File: src/core/rea_defines.vh
// Constants for the remote event annunciator
`ifndef REA_DEFINES_VH
`define REA_DEFINES_VH
// Event type codes
`define REA_EV_TROUBLE   3'h0
`define REA_EV_ALARM     3'h1
`define REA_EV_SEQUENCE  3'h2
`define REA_EV_VERIFY    3'h3
`define REA_EV_SUPERV    3'h4
// Buzzer modes
`define REA_BUZ_OFF      2'h0
`define REA_BUZ_PULSED   2'h1
`define REA_BUZ_CONT     2'h2
// Group and node ranges
`define REA_GROUP_MASTER 5'h00
`define REA_NODE_MIN     6'h01
`define REA_NODE_MAX     6'h20
// Lower line text limit in characters
`define REA_TEXT_MAX     6'h28
// Timing
`define REA_CLK_KHZ      20000
`define REA_BLINK_MS     250
`define REA_BLINK_CYC    (`REA_BLINK_MS * `REA_CLK_KHZ)
// Reset values
`define REA_RELAY_RST    1'b1
`endif

File: src/core/rea_annunciator.v
// Remote event annunciator: acceptance, indicators, display, log, forwarding
`timescale 1ns/1ps
`include "rea_defines.vh"
module rea_annunciator #(
	parameter        NOUT      = 8,
	parameter [31:0] BLINK_CYC = `REA_BLINK_CYC
) (
	input  wire            clk_i,
	input  wire            sys_rst_i,
	input  wire            ce_i,
	input  wire [4:0]      cfg_group_i,
	input  wire            cfg_group_set_i,
	input  wire            nlc_fitted_i,
	input  wire            serial_fitted_i,
	input  wire            rdm_fitted_i,
	input  wire            ann_fitted_i,
	input  wire            clr_i,
	input  wire            evt_valid_i,
	input  wire [2:0]      evt_type_i,
	input  wire            evt_local_i,
	input  wire            evt_timer_own_i,
	input  wire [4:0]      evt_group_i,
	input  wire [5:0]      evt_node_i,
	input  wire [7:0]      evt_addr_i,
	input  wire [1:0]      evt_state_i,
	input  wire [3:0]      evt_dev_type_i,
	input  wire [3:0]      evt_trbl_code_i,
	input  wire [7:0]      evt_text_id_i,
	input  wire [7:0]      evt_text_len_i,
	input  wire [NOUT-1:0] out_point_i,
	input  wire [NOUT-1:0] out_group_i,
	input  wire [NOUT-1:0] out_general_i,
	output reg             trbl_led_o,
	output reg             alarm_led_o,
	output reg             sup_led_o,
	output reg  [1:0]      buz_mode_o,
	output reg             buzzer_o,
	output reg             trbl_relay_o,
	output reg             disp_upd_o,
	output reg             disp_local_o,
	output reg  [2:0]      up_type_o,
	output reg  [5:0]      up_node_o,
	output reg  [7:0]      up_addr_o,
	output reg  [1:0]      up_state_o,
	output reg  [3:0]      up_dev_type_o,
	output reg  [3:0]      up_trbl_code_o,
	output reg  [7:0]      lo_text_id_o,
	output reg  [5:0]      lo_text_len_o,
	output reg             timer_show_o,
	output reg             log_we_o,
	output reg  [2:0]      log_type_o,
	output reg  [5:0]      log_node_o,
	output reg  [7:0]      log_addr_o,
	output reg             rdm_send_o,
	output reg             ann_send_o,
	output reg             nlc_send_o,
	output reg             serial_send_o,
	output reg  [NOUT-1:0] out_on_o
);

	// ------------------------------------------------------------
	// Helpers
	// ------------------------------------------------------------
	function is_indicated;
		input [2:0] t;
		begin
			is_indicated = (t == `REA_EV_TROUBLE) || (t == `REA_EV_ALARM) ||
				(t == `REA_EV_SUPERV);
		end
	endfunction

	function [5:0] clip_len;
		input [7:0] len;
		begin
			if (len > {2'b00, `REA_TEXT_MAX})
				clip_len = `REA_TEXT_MAX;
			else
				clip_len = len[5:0];
		end
	endfunction

	// ------------------------------------------------------------
	// Acceptance
	// ------------------------------------------------------------
	// Remote events need a valid origin node; local ones skip that check
	wire global_mode = ~cfg_group_set_i;
	wire is_master   = cfg_group_set_i && (cfg_group_i == `REA_GROUP_MASTER);
	wire same_group  = cfg_group_set_i && (evt_group_i == cfg_group_i);
	wire node_ok     = (evt_node_i >= `REA_NODE_MIN) && (evt_node_i <= `REA_NODE_MAX);
	wire type_ok     = (evt_type_i <= `REA_EV_SUPERV);
	wire accept      = evt_valid_i && type_ok && (evt_local_i || node_ok) &&
		(is_master || evt_local_i || same_group || global_mode);
	wire acc_ind     = accept && is_indicated(evt_type_i);
	wire ev_trbl     = accept && (evt_type_i == `REA_EV_TROUBLE);
	wire ev_alarm    = accept && (evt_type_i == `REA_EV_ALARM);
	wire ev_sup      = accept && (evt_type_i == `REA_EV_SUPERV);

	// ------------------------------------------------------------
	// Active event flags
	// ------------------------------------------------------------
	reg        trbl_act_r;
	reg        alarm_act_r;
	reg        sup_act_r;
	reg        pulse_act_r;
	reg        trbl_act_nxt;
	reg        alarm_act_nxt;
	reg        sup_act_nxt;
	reg        pulse_act_nxt;

	// New events win over a clear in the same cycle
	always @* begin
		trbl_act_nxt  = ev_trbl | (trbl_act_r & ~clr_i);
		alarm_act_nxt = ev_alarm | (alarm_act_r & ~clr_i);
		sup_act_nxt   = ev_sup | (sup_act_r & ~clr_i);
		pulse_act_nxt = (accept & ~ev_alarm) | (pulse_act_r & ~clr_i);
	end

	always @(posedge clk_i) begin
		if (sys_rst_i) begin
			trbl_act_r  <= 1'b0;
			alarm_act_r <= 1'b0;
			sup_act_r   <= 1'b0;
			pulse_act_r <= 1'b0;
		end else if (ce_i) begin
			trbl_act_r  <= trbl_act_nxt;
			alarm_act_r <= alarm_act_nxt;
			sup_act_r   <= sup_act_nxt;
			pulse_act_r <= pulse_act_nxt;
		end
	end

	// ------------------------------------------------------------
	// Blink phase shared by flashing indicators and pulsed buzzer
	// ------------------------------------------------------------
	reg        phase_r;
	reg [31:0] blink_cnt_r;

	wire       blink_wrap = (blink_cnt_r >= BLINK_CYC - 32'h0000_0001);

	always @(posedge clk_i) begin
		if (sys_rst_i) begin
			phase_r     <= 1'b0;
			blink_cnt_r <= 32'h0000_0000;
		end else if (ce_i) begin
			if (blink_wrap) begin
				blink_cnt_r <= 32'h0000_0000;
				phase_r     <= ~phase_r;
			end else begin
				blink_cnt_r <= blink_cnt_r + 32'h0000_0001;
			end
		end
	end

	// ------------------------------------------------------------
	// Indicators, buzzer, relay
	// ------------------------------------------------------------
	reg [1:0] buz_mode_nxt;
	reg       buzzer_nxt;

	// Alarm holds the buzzer steady even while pulsed events are active
	always @* begin
		buz_mode_nxt = `REA_BUZ_OFF;
		buzzer_nxt   = 1'b0;
		if (alarm_act_r) begin
			buz_mode_nxt = `REA_BUZ_CONT;
			buzzer_nxt   = 1'b1;
		end else if (pulse_act_r) begin
			buz_mode_nxt = `REA_BUZ_PULSED;
			buzzer_nxt   = phase_r;
		end
	end

	always @(posedge clk_i) begin
		if (sys_rst_i) begin
			trbl_led_o   <= 1'b0;
			alarm_led_o  <= 1'b0;
			sup_led_o    <= 1'b0;
			buz_mode_o   <= `REA_BUZ_OFF;
			buzzer_o     <= 1'b0;
			trbl_relay_o <= `REA_RELAY_RST;
		end else if (ce_i) begin
			trbl_led_o   <= trbl_act_r & phase_r;
			alarm_led_o  <= alarm_act_r & phase_r;
			sup_led_o    <= sup_act_r & phase_r;
			// Relay rests energized; an active trouble drops it
			trbl_relay_o <= ~trbl_act_r;
			buz_mode_o   <= buz_mode_nxt;
			buzzer_o     <= buzzer_nxt;
		end
	end

	// ------------------------------------------------------------
	// Display lines
	// ------------------------------------------------------------
	always @(posedge clk_i) begin
		if (sys_rst_i) begin
			disp_upd_o     <= 1'b0;
			disp_local_o   <= 1'b0;
			up_type_o      <= 3'h0;
			up_node_o      <= 6'h00;
			up_addr_o      <= 8'h00;
			up_state_o     <= 2'h0;
			up_dev_type_o  <= 4'h0;
			up_trbl_code_o <= 4'h0;
			lo_text_id_o   <= 8'h00;
			lo_text_len_o  <= 6'h00;
			timer_show_o   <= 1'b0;
		end else if (ce_i) begin
			disp_upd_o <= accept;
			if (accept) begin
				disp_local_o  <= evt_local_i;
				up_type_o     <= evt_type_i;
				up_node_o     <= evt_node_i;
				up_addr_o     <= evt_addr_i;
				up_state_o    <= evt_state_i;
				up_dev_type_o <= evt_dev_type_i;
				if (ev_trbl && !evt_local_i)
					up_trbl_code_o <= evt_trbl_code_i;
				else
					up_trbl_code_o <= 4'h0;
				lo_text_id_o  <= evt_text_id_i;
				lo_text_len_o <= clip_len(evt_text_len_i);
				// Countdown only on the unit owning the detector report
				if ((evt_type_i == `REA_EV_SEQUENCE) || (evt_type_i == `REA_EV_VERIFY))
					timer_show_o <= evt_local_i & evt_timer_own_i;
				else
					timer_show_o <= 1'b0;
			end
		end
	end

	// ------------------------------------------------------------
	// Log and message forwarding
	// ------------------------------------------------------------
	always @(posedge clk_i) begin
		if (sys_rst_i) begin
			log_we_o      <= 1'b0;
			log_type_o    <= 3'h0;
			log_node_o    <= 6'h00;
			log_addr_o    <= 8'h00;
			rdm_send_o    <= 1'b0;
			ann_send_o    <= 1'b0;
			nlc_send_o    <= 1'b0;
			serial_send_o <= 1'b0;
		end else if (ce_i) begin
			log_we_o      <= accept;
			rdm_send_o    <= accept & rdm_fitted_i;
			ann_send_o    <= acc_ind & ann_fitted_i;
			nlc_send_o    <= accept & nlc_fitted_i;
			serial_send_o <= accept & serial_fitted_i;
			if (accept) begin
				log_type_o <= evt_type_i;
				log_node_o <= evt_node_i;
				log_addr_o <= evt_addr_i;
			end
		end
	end

	// ------------------------------------------------------------
	// Output activation
	// ------------------------------------------------------------
	// Only outputs tied to a new trouble, alarm or supervisory event switch on; others keep state unless clr_i is high in that cycle
	wire [NOUT-1:0] assoc = out_point_i | out_group_i | out_general_i;
	reg  [NOUT-1:0] out_on_nxt;

	always @* begin
		out_on_nxt = out_on_o;
		if (acc_ind)
			out_on_nxt = assoc | (out_on_o & {NOUT{~clr_i}});
		else if (clr_i)
			out_on_nxt = {NOUT{1'b0}};
	end

	always @(posedge clk_i) begin
		if (sys_rst_i)
			out_on_o <= {NOUT{1'b0}};
		else if (ce_i)
			out_on_o <= out_on_nxt;
	end

endmodule // rea_annunciator

File: config.mk
export PLATFORM = sky130hd
export DESIGN_NAME = rea_annunciator
export DESIGN_NICKNAME = d
export VERILOG_FILES = /design/src/core/rea_annunciator.v
export VERILOG_INCLUDE_DIRS = /design/src /design/src/core
export SDC_FILE = /design/constraint.sdc
export NUM_CORES = 1
export LEC_CHECK = 0
export ABC_AREA = 1
export ABC_CLOCK_PERIOD_IN_PS = 1750
export BUFFER_PORTS_ARGS = -buffer_cell sky130_fd_sc_hd__buf_4
export CAP_MARGIN = 10
export CORE_MARGIN = 5
export CORE_UTILIZATION = 40
export CTS_CLUSTER_SIZE = 30
export DETAILED_ROUTE_END_ITERATION = 16
export GPL_TIMING_DRIVEN = 0
export PLACE_DENSITY = 0.69
export SYNTH_ARGS = -nofsm -noshare
export SYNTH_HDL_FRONTEND = slang
export SYNTH_SLANG_ARGS = --single-unit
File: constraint.sdc
create_clock -name clk_i -period 1.75 [get_ports clk_i]
set_input_delay 0.0875 -clock clk_i [delete_from_list [all_inputs] [get_ports clk_i]]
set_output_delay 0.0875 -clock clk_i [all_outputs]
set_load 0.05 [all_outputs]
# Yosys cells after proc, flatten, opt, wreduce, memory -nomap -nowiden
# Cells that the tools add are included.
op_classes:
  mul: 0
  n_div: 0
  n_addsub: 1
  bitwise_logic: 26
  order_cmp: 5
  n_eq_ne: 5
  shifts: 0
  reduce_logical: 25
  n_mux: 10
ops:
  columns: ["operator", "n"]
  rows:
  - ["adder 32 x 1 -> 32 bit (second input constant)", 1]
  - ["greater-or-equal comparator 32 x 23 -> 1 bit (second input constant)", 1]
  - ["2-to-1 mux 32 bit", 1]
  - ["bitwise OR 8 bit", 3]
  - ["2-to-1 mux 8 bit", 2]
  - ["bitwise AND 1 bit", 13]
  - ["logical AND 1 bit", 11]
  - ["bitwise AND 8 bit", 1]
  - ["greater-than comparator 8 x 6 -> 1 bit (second input constant)", 1]
  - ["logical OR 1 bit", 7]
  - ["equality test 3 x 2 -> 1 bit (second input constant)", 2]
  - ["greater-or-equal comparator 6 x 1 -> 1 bit (second input constant)", 1]
  - ["<= comparator 6 bit (second input constant)", 1]
  - ["2-to-1 mux 6 bit", 1]
  - ["AND reduction 2 bit", 3]
  - ["equality test 5 bit", 1]
  - ["zero test 5 bit", 1]
  - ["inverter 1 bit", 5]
  - ["2-to-1 mux 1 bit", 4]
  - ["2-to-1 mux 4 bit", 1]
  - ["bitwise OR 1 bit", 4]
  - ["equality test 3 x 1 -> 1 bit (second input constant)", 1]
  - ["equality test 3 bit (second input constant)", 1]
  - ["<= comparator 3 bit (second input constant)", 1]
  - ["4 further kinds", 4]
word_totals:
  regBits: 100
  out_inout_bits: 81
  n_memories: 0
  mem_bits_ro: 0
  wordCells: 100
  latchBits: 0
  input_bits: 89
  mem_bits_rw: 0

# Logic depth before layout (Yosys ltp)
logic_depth:
  word_depth: 10
  depth_mapped: 12

# Worst setup path after synthesis
# Ideal clock, no wire load.
synth_path:
  path_kind: "register to register"
  from: "register blink_cnt_r[0]"
  to: "register blink_cnt_r[20]"
  synth_period_minus_slack_ps: 1566
  slack_ps: 184
  n_path_buf: 0
  stages_incl_launch_ff: 13
  arrival_ps: 1452
  cell_sequence: "dfxtp_1 -> ha_1 -> nand2_1 -> nor2_2 -> nand2_2 -> nor2_2 -> nand2_2 -> nor2_4 -> nand2_2 -> inv_1 -> nand2_1 -> o21ai_1 -> nor2_1"
synth_via:
  elab_chain_len: 2
synth_lines:
  columns: ["item", "line_no", "rtl"]
  rows:
  - ["start, declared", "rea_annunciator.v:136", "reg [31:0] blink_cnt_r;"]
  - ["start signal, assigned", "rea_annunciator.v:149", "blink_cnt_r <= blink_cnt_r + 32'h0000_0001;"]
  - ["adder 32 x 1 -> 32 bit / greater-or-equal comparator 32 x 23 -> 1 bit (equally long branches)", "rea_annunciator.v:149, rea_annunciator.v:138", null]
  - ["2-to-1 mux 32 bit (*)", "rea_annunciator.v:145", "if (blink_wrap) begin"]
# Every way passes the cells marked *; elsewhere a longest branch is shown, timed or not.
# A chain may end at the register's enable or synchronous reset.

# Worst setup path after layout
# Same ends and word-level chain as after synthesis.

==> metrics.md <==
| Metric | Value |
|---|---|
| FF+latch count, synth | 100 |
| FF/Latch Area | 2008 µm² |
| Leakage power | 3.023 nW |
| Placed insts | 917 |
| Final critical-path required period | 1680 ps |
| Sequential cell area fraction in the yosys report | 0.4561 |
| Drt drc | 0 |
| Worst Max-Slew Pin Slew | 566.4 ps |
| Critical path data required time | 2020 ps |
| Clock Path Buffers | 2 |
| Initial drt markers | 203 |
| CP endpoint kind | flip-flop |
| Clk sink count | 100 |
| Final period util | 0.9602 |
| Worst Path Arrival | 1950 ps |
| Ports | 170 |
| Bufs and invs on worst path | 1 |
| Post-synth top area share | 0.4561 |
| Cell area after synthesis | 4389 µm² |
| Pre-Repair DR Iteration Count | 4 |
| Max Cap Viol | 0 |
| Total power | 4.825 mW |
| Clock Tree Root | clkbuf_8 |
| Area after DPL | 5818 µm² |
| Status | complete, no violations |
| CP Launch Type | flip-flop |
| Top_reg_cell synth | dfxtp_1 |
| Synth area leader | dfxtp_1 |
| Vert. Die Dim | 114.8 µm |
| Total Routing Usage GR | 0.2031 |
| Grt total ovfl | 0 |
| Die X | 114.8 µm |
| Largest net degree at the start of global routing | 18 |
| Cell Pwr Density | 737.7 nW/µm² |
| Mean post-synth cell area | 7.195 µm² |
| Largest stage delay, worst path | 380 ps |
| Clk slew on worst S/H paths | 90 ps |
| Row Count | 38 |
| Filler Cell Count | 977 |
| # setup viols final | 0 |
| Vias in the first global route | 4590 |
| Top post-synthesis cells by area | dfxtp_1 46%, nor2_1 11%, nand2_1 7.3% |
| Number of inserted diodes | 0 |
| TritonCTS buffer count | 9 |
| Cells after Synth | 610 |
| Fin nets | 920 |
| Core area | 10790 µm² |
| Worst relative slew slack | 0.6224 |
| Top post-synthesis cells by count | 123 x nor2_1, 100 x dfxtp_1, 85 x nand2_1, 57 x inv_1, 49 x o21ai_0 |
| Critical Path, Cell by Cell | ha_4 -> nand2_4 -> nor2_4 -> nand2_2 -> nor2_4 -> nand2_4 -> nor2_4 -> nand2_2 -> inv_2 -> nand2_2 -> o21ai_2 -> nor2_1 |
| IO Port Bufs | 167 |
| EDFF count, synth | 0 |
| Crit path kind | flip-flop to flip-flop |
| Initial Util | 0.4067 |
| Design area | 6541 µm² |
| H-Tree Depth | 3 |
| DIE AREA | 13170 µm² |
| Synth warnings | 0 |
| Fraction of registers with async set/reset | 0 |
| DR WL/cell | 14.03 µm |
| Final wirelength | 13670 µm |
| First-pass GRT wire length | 21720 µm |
| Via density | 4.825 |
| CP max FO | 4 |
| Endpoints failing hold | 0 |
| Most common cell in the synthesized netlist | nor2_1 |
| Clock Skew | 9.905 ps |
| Worst vdd ir | 0.4778 mV |
| CP top delay family | simple AND/OR/NAND/NOR gates |
| Synth unique cells | 35 |
| Area of the multi-input gates | 1971 µm² |
| Hold Crit Class | input port to flip-flop |
| Layout cells sized above 1 | 0.3094 |
| Dpl hpwl | 10030 µm |
| GPL Wtd Cong | 0.8491 |
| Initial antenna violation count | 0 |
| Antenna viol nets, final | 0 |
| Synthesis-to-finish area growth | 49.03% |
| Unrepaired setup endpoints after global routing | yes |
| CTS tree | built |
| Syn_nets | 700 |
| Fmax | 595.1 MHz |
| Final Max Tran Viols | 0 |
| WHS | 7.720 ps |
| Non-Filler Instances | 974 |
| DR vias | 4700 |
| Slowest cell on crit path | dfxtp_4 |
| Clk_lat worst skew | 370 ps |
[final timing paths]
kind	from	to	slack (ps)	cells after the start
min reg2reg	blink_cnt_r[28]	blink_cnt_r[28]	450	2
max reg2reg	blink_cnt_r[0]	blink_cnt_r[20]	70	12
max	blink_cnt_r[0]	blink_cnt_r[20]	70	12
min	evt_text_len_i[1]	lo_text_len_o[1]	8	3
[per-layer routing]
layer / part of all wire / track usage
met1: 0.41 / 0.2342
met2: 0.50 / 0.3632
met3: 0.058 / 0.05158
met4: 0.031 / 0.07433
met5: 0 / 0
[flip-flops by register name, indices dropped and copies added (netlist names), 2 cells and up]
register	cells
blink_cnt_r	32
lo_text_id_o	8
log_addr_o	8
out_on_o	8
lo_text_len_o	6
log_node_o	6
up_dev_type_o	4
up_trbl_code_o	4
log_type_o	3
buz_mode_o	2
up_state_o	2
[cells in the final DEF (no fill, tap or decap), types with 25 or more instances in the layout]
master,instances
o21ai_0,47
nor2_1,119
nor3_1,25
buf_4,197
a21oi_1,37
dlygate4sd3_1,35
inv_1,56
dfxtp_1,97
nand3_1,29
nand2_1,79
[worst min-delay path, stage by stage]
cell and delay (ps):
buf_4 110, nand3_1 70, a21oi_1 60
[report_power, final]
| group | total (mW) | switching (mW) | internal [mW] |
|---|---|---|---|
| registers | 2.38 | 0.0435 | 2.33 |
| logic | 0.927 | 0.545 | 0.382 |
| clock network | 1.52 | 0.848 | 0.672 |
| total | 4.83 | 1.44 | 3.39 |
[cell families (layout without fill, tap and decap cells)]
family | after synthesis | in the layout | share of synthesized area
simple gates | 296 | 296 | 0.2933
buf+inv | 106 | 330 | 0.1152
compound gates | 100 | 100 | 0.1186
flops | 100 | 100 | 0.4561
xor+xnor | 7 | 7 | 0.01397
fa+ha+maj | 1 | 1 | 0.002850
[through the flow]
| step | utilization | worst slack (ps) | setup TNS, ps |
|---|---|---|---|
| 2_1_floorplan | - | 184.3 | 0 |
| 3_5_place_dp | 0.5391 | -54.52 | -104.0 |
| 3_3_place_gp | 0.5391 | -28.97 | -43.54 |
| 5_1_grt | 0.6061 | -23.13 | -97.52 |
| 4_1_cts | 0.5910 | 13.95 | 0 |
| 6_report | 0.6061 | 69.67 | 0 |
[layout make-up]
cell class | instances | share of cell area
clock inverter | 6 | 0.01109
inverter | 61 | 0.03577
sequential | 100 | 0.3070
buffer | 45 | 0.04591
tap | 140 | 0.02678
multi-input combinational | 404 | 0.3013
timing repair buffer | 209 | 0.2533
clock buffer | 9 | 0.01894
[repair_timing]
| action | 4_1_cts | 5_1_grt |
|---|---|---|
| pin swaps | 0 | 6 |
| buffers inserted | 0 | 7 |
| endpoints found under the hold margin | 35 | 0 |
| setup endpoints to repair | 6 | 79 |
| hold buffers | 35 | 0 |
| gates resized for setup | 5 | 39 |
(Power assumes the default switching activity.)
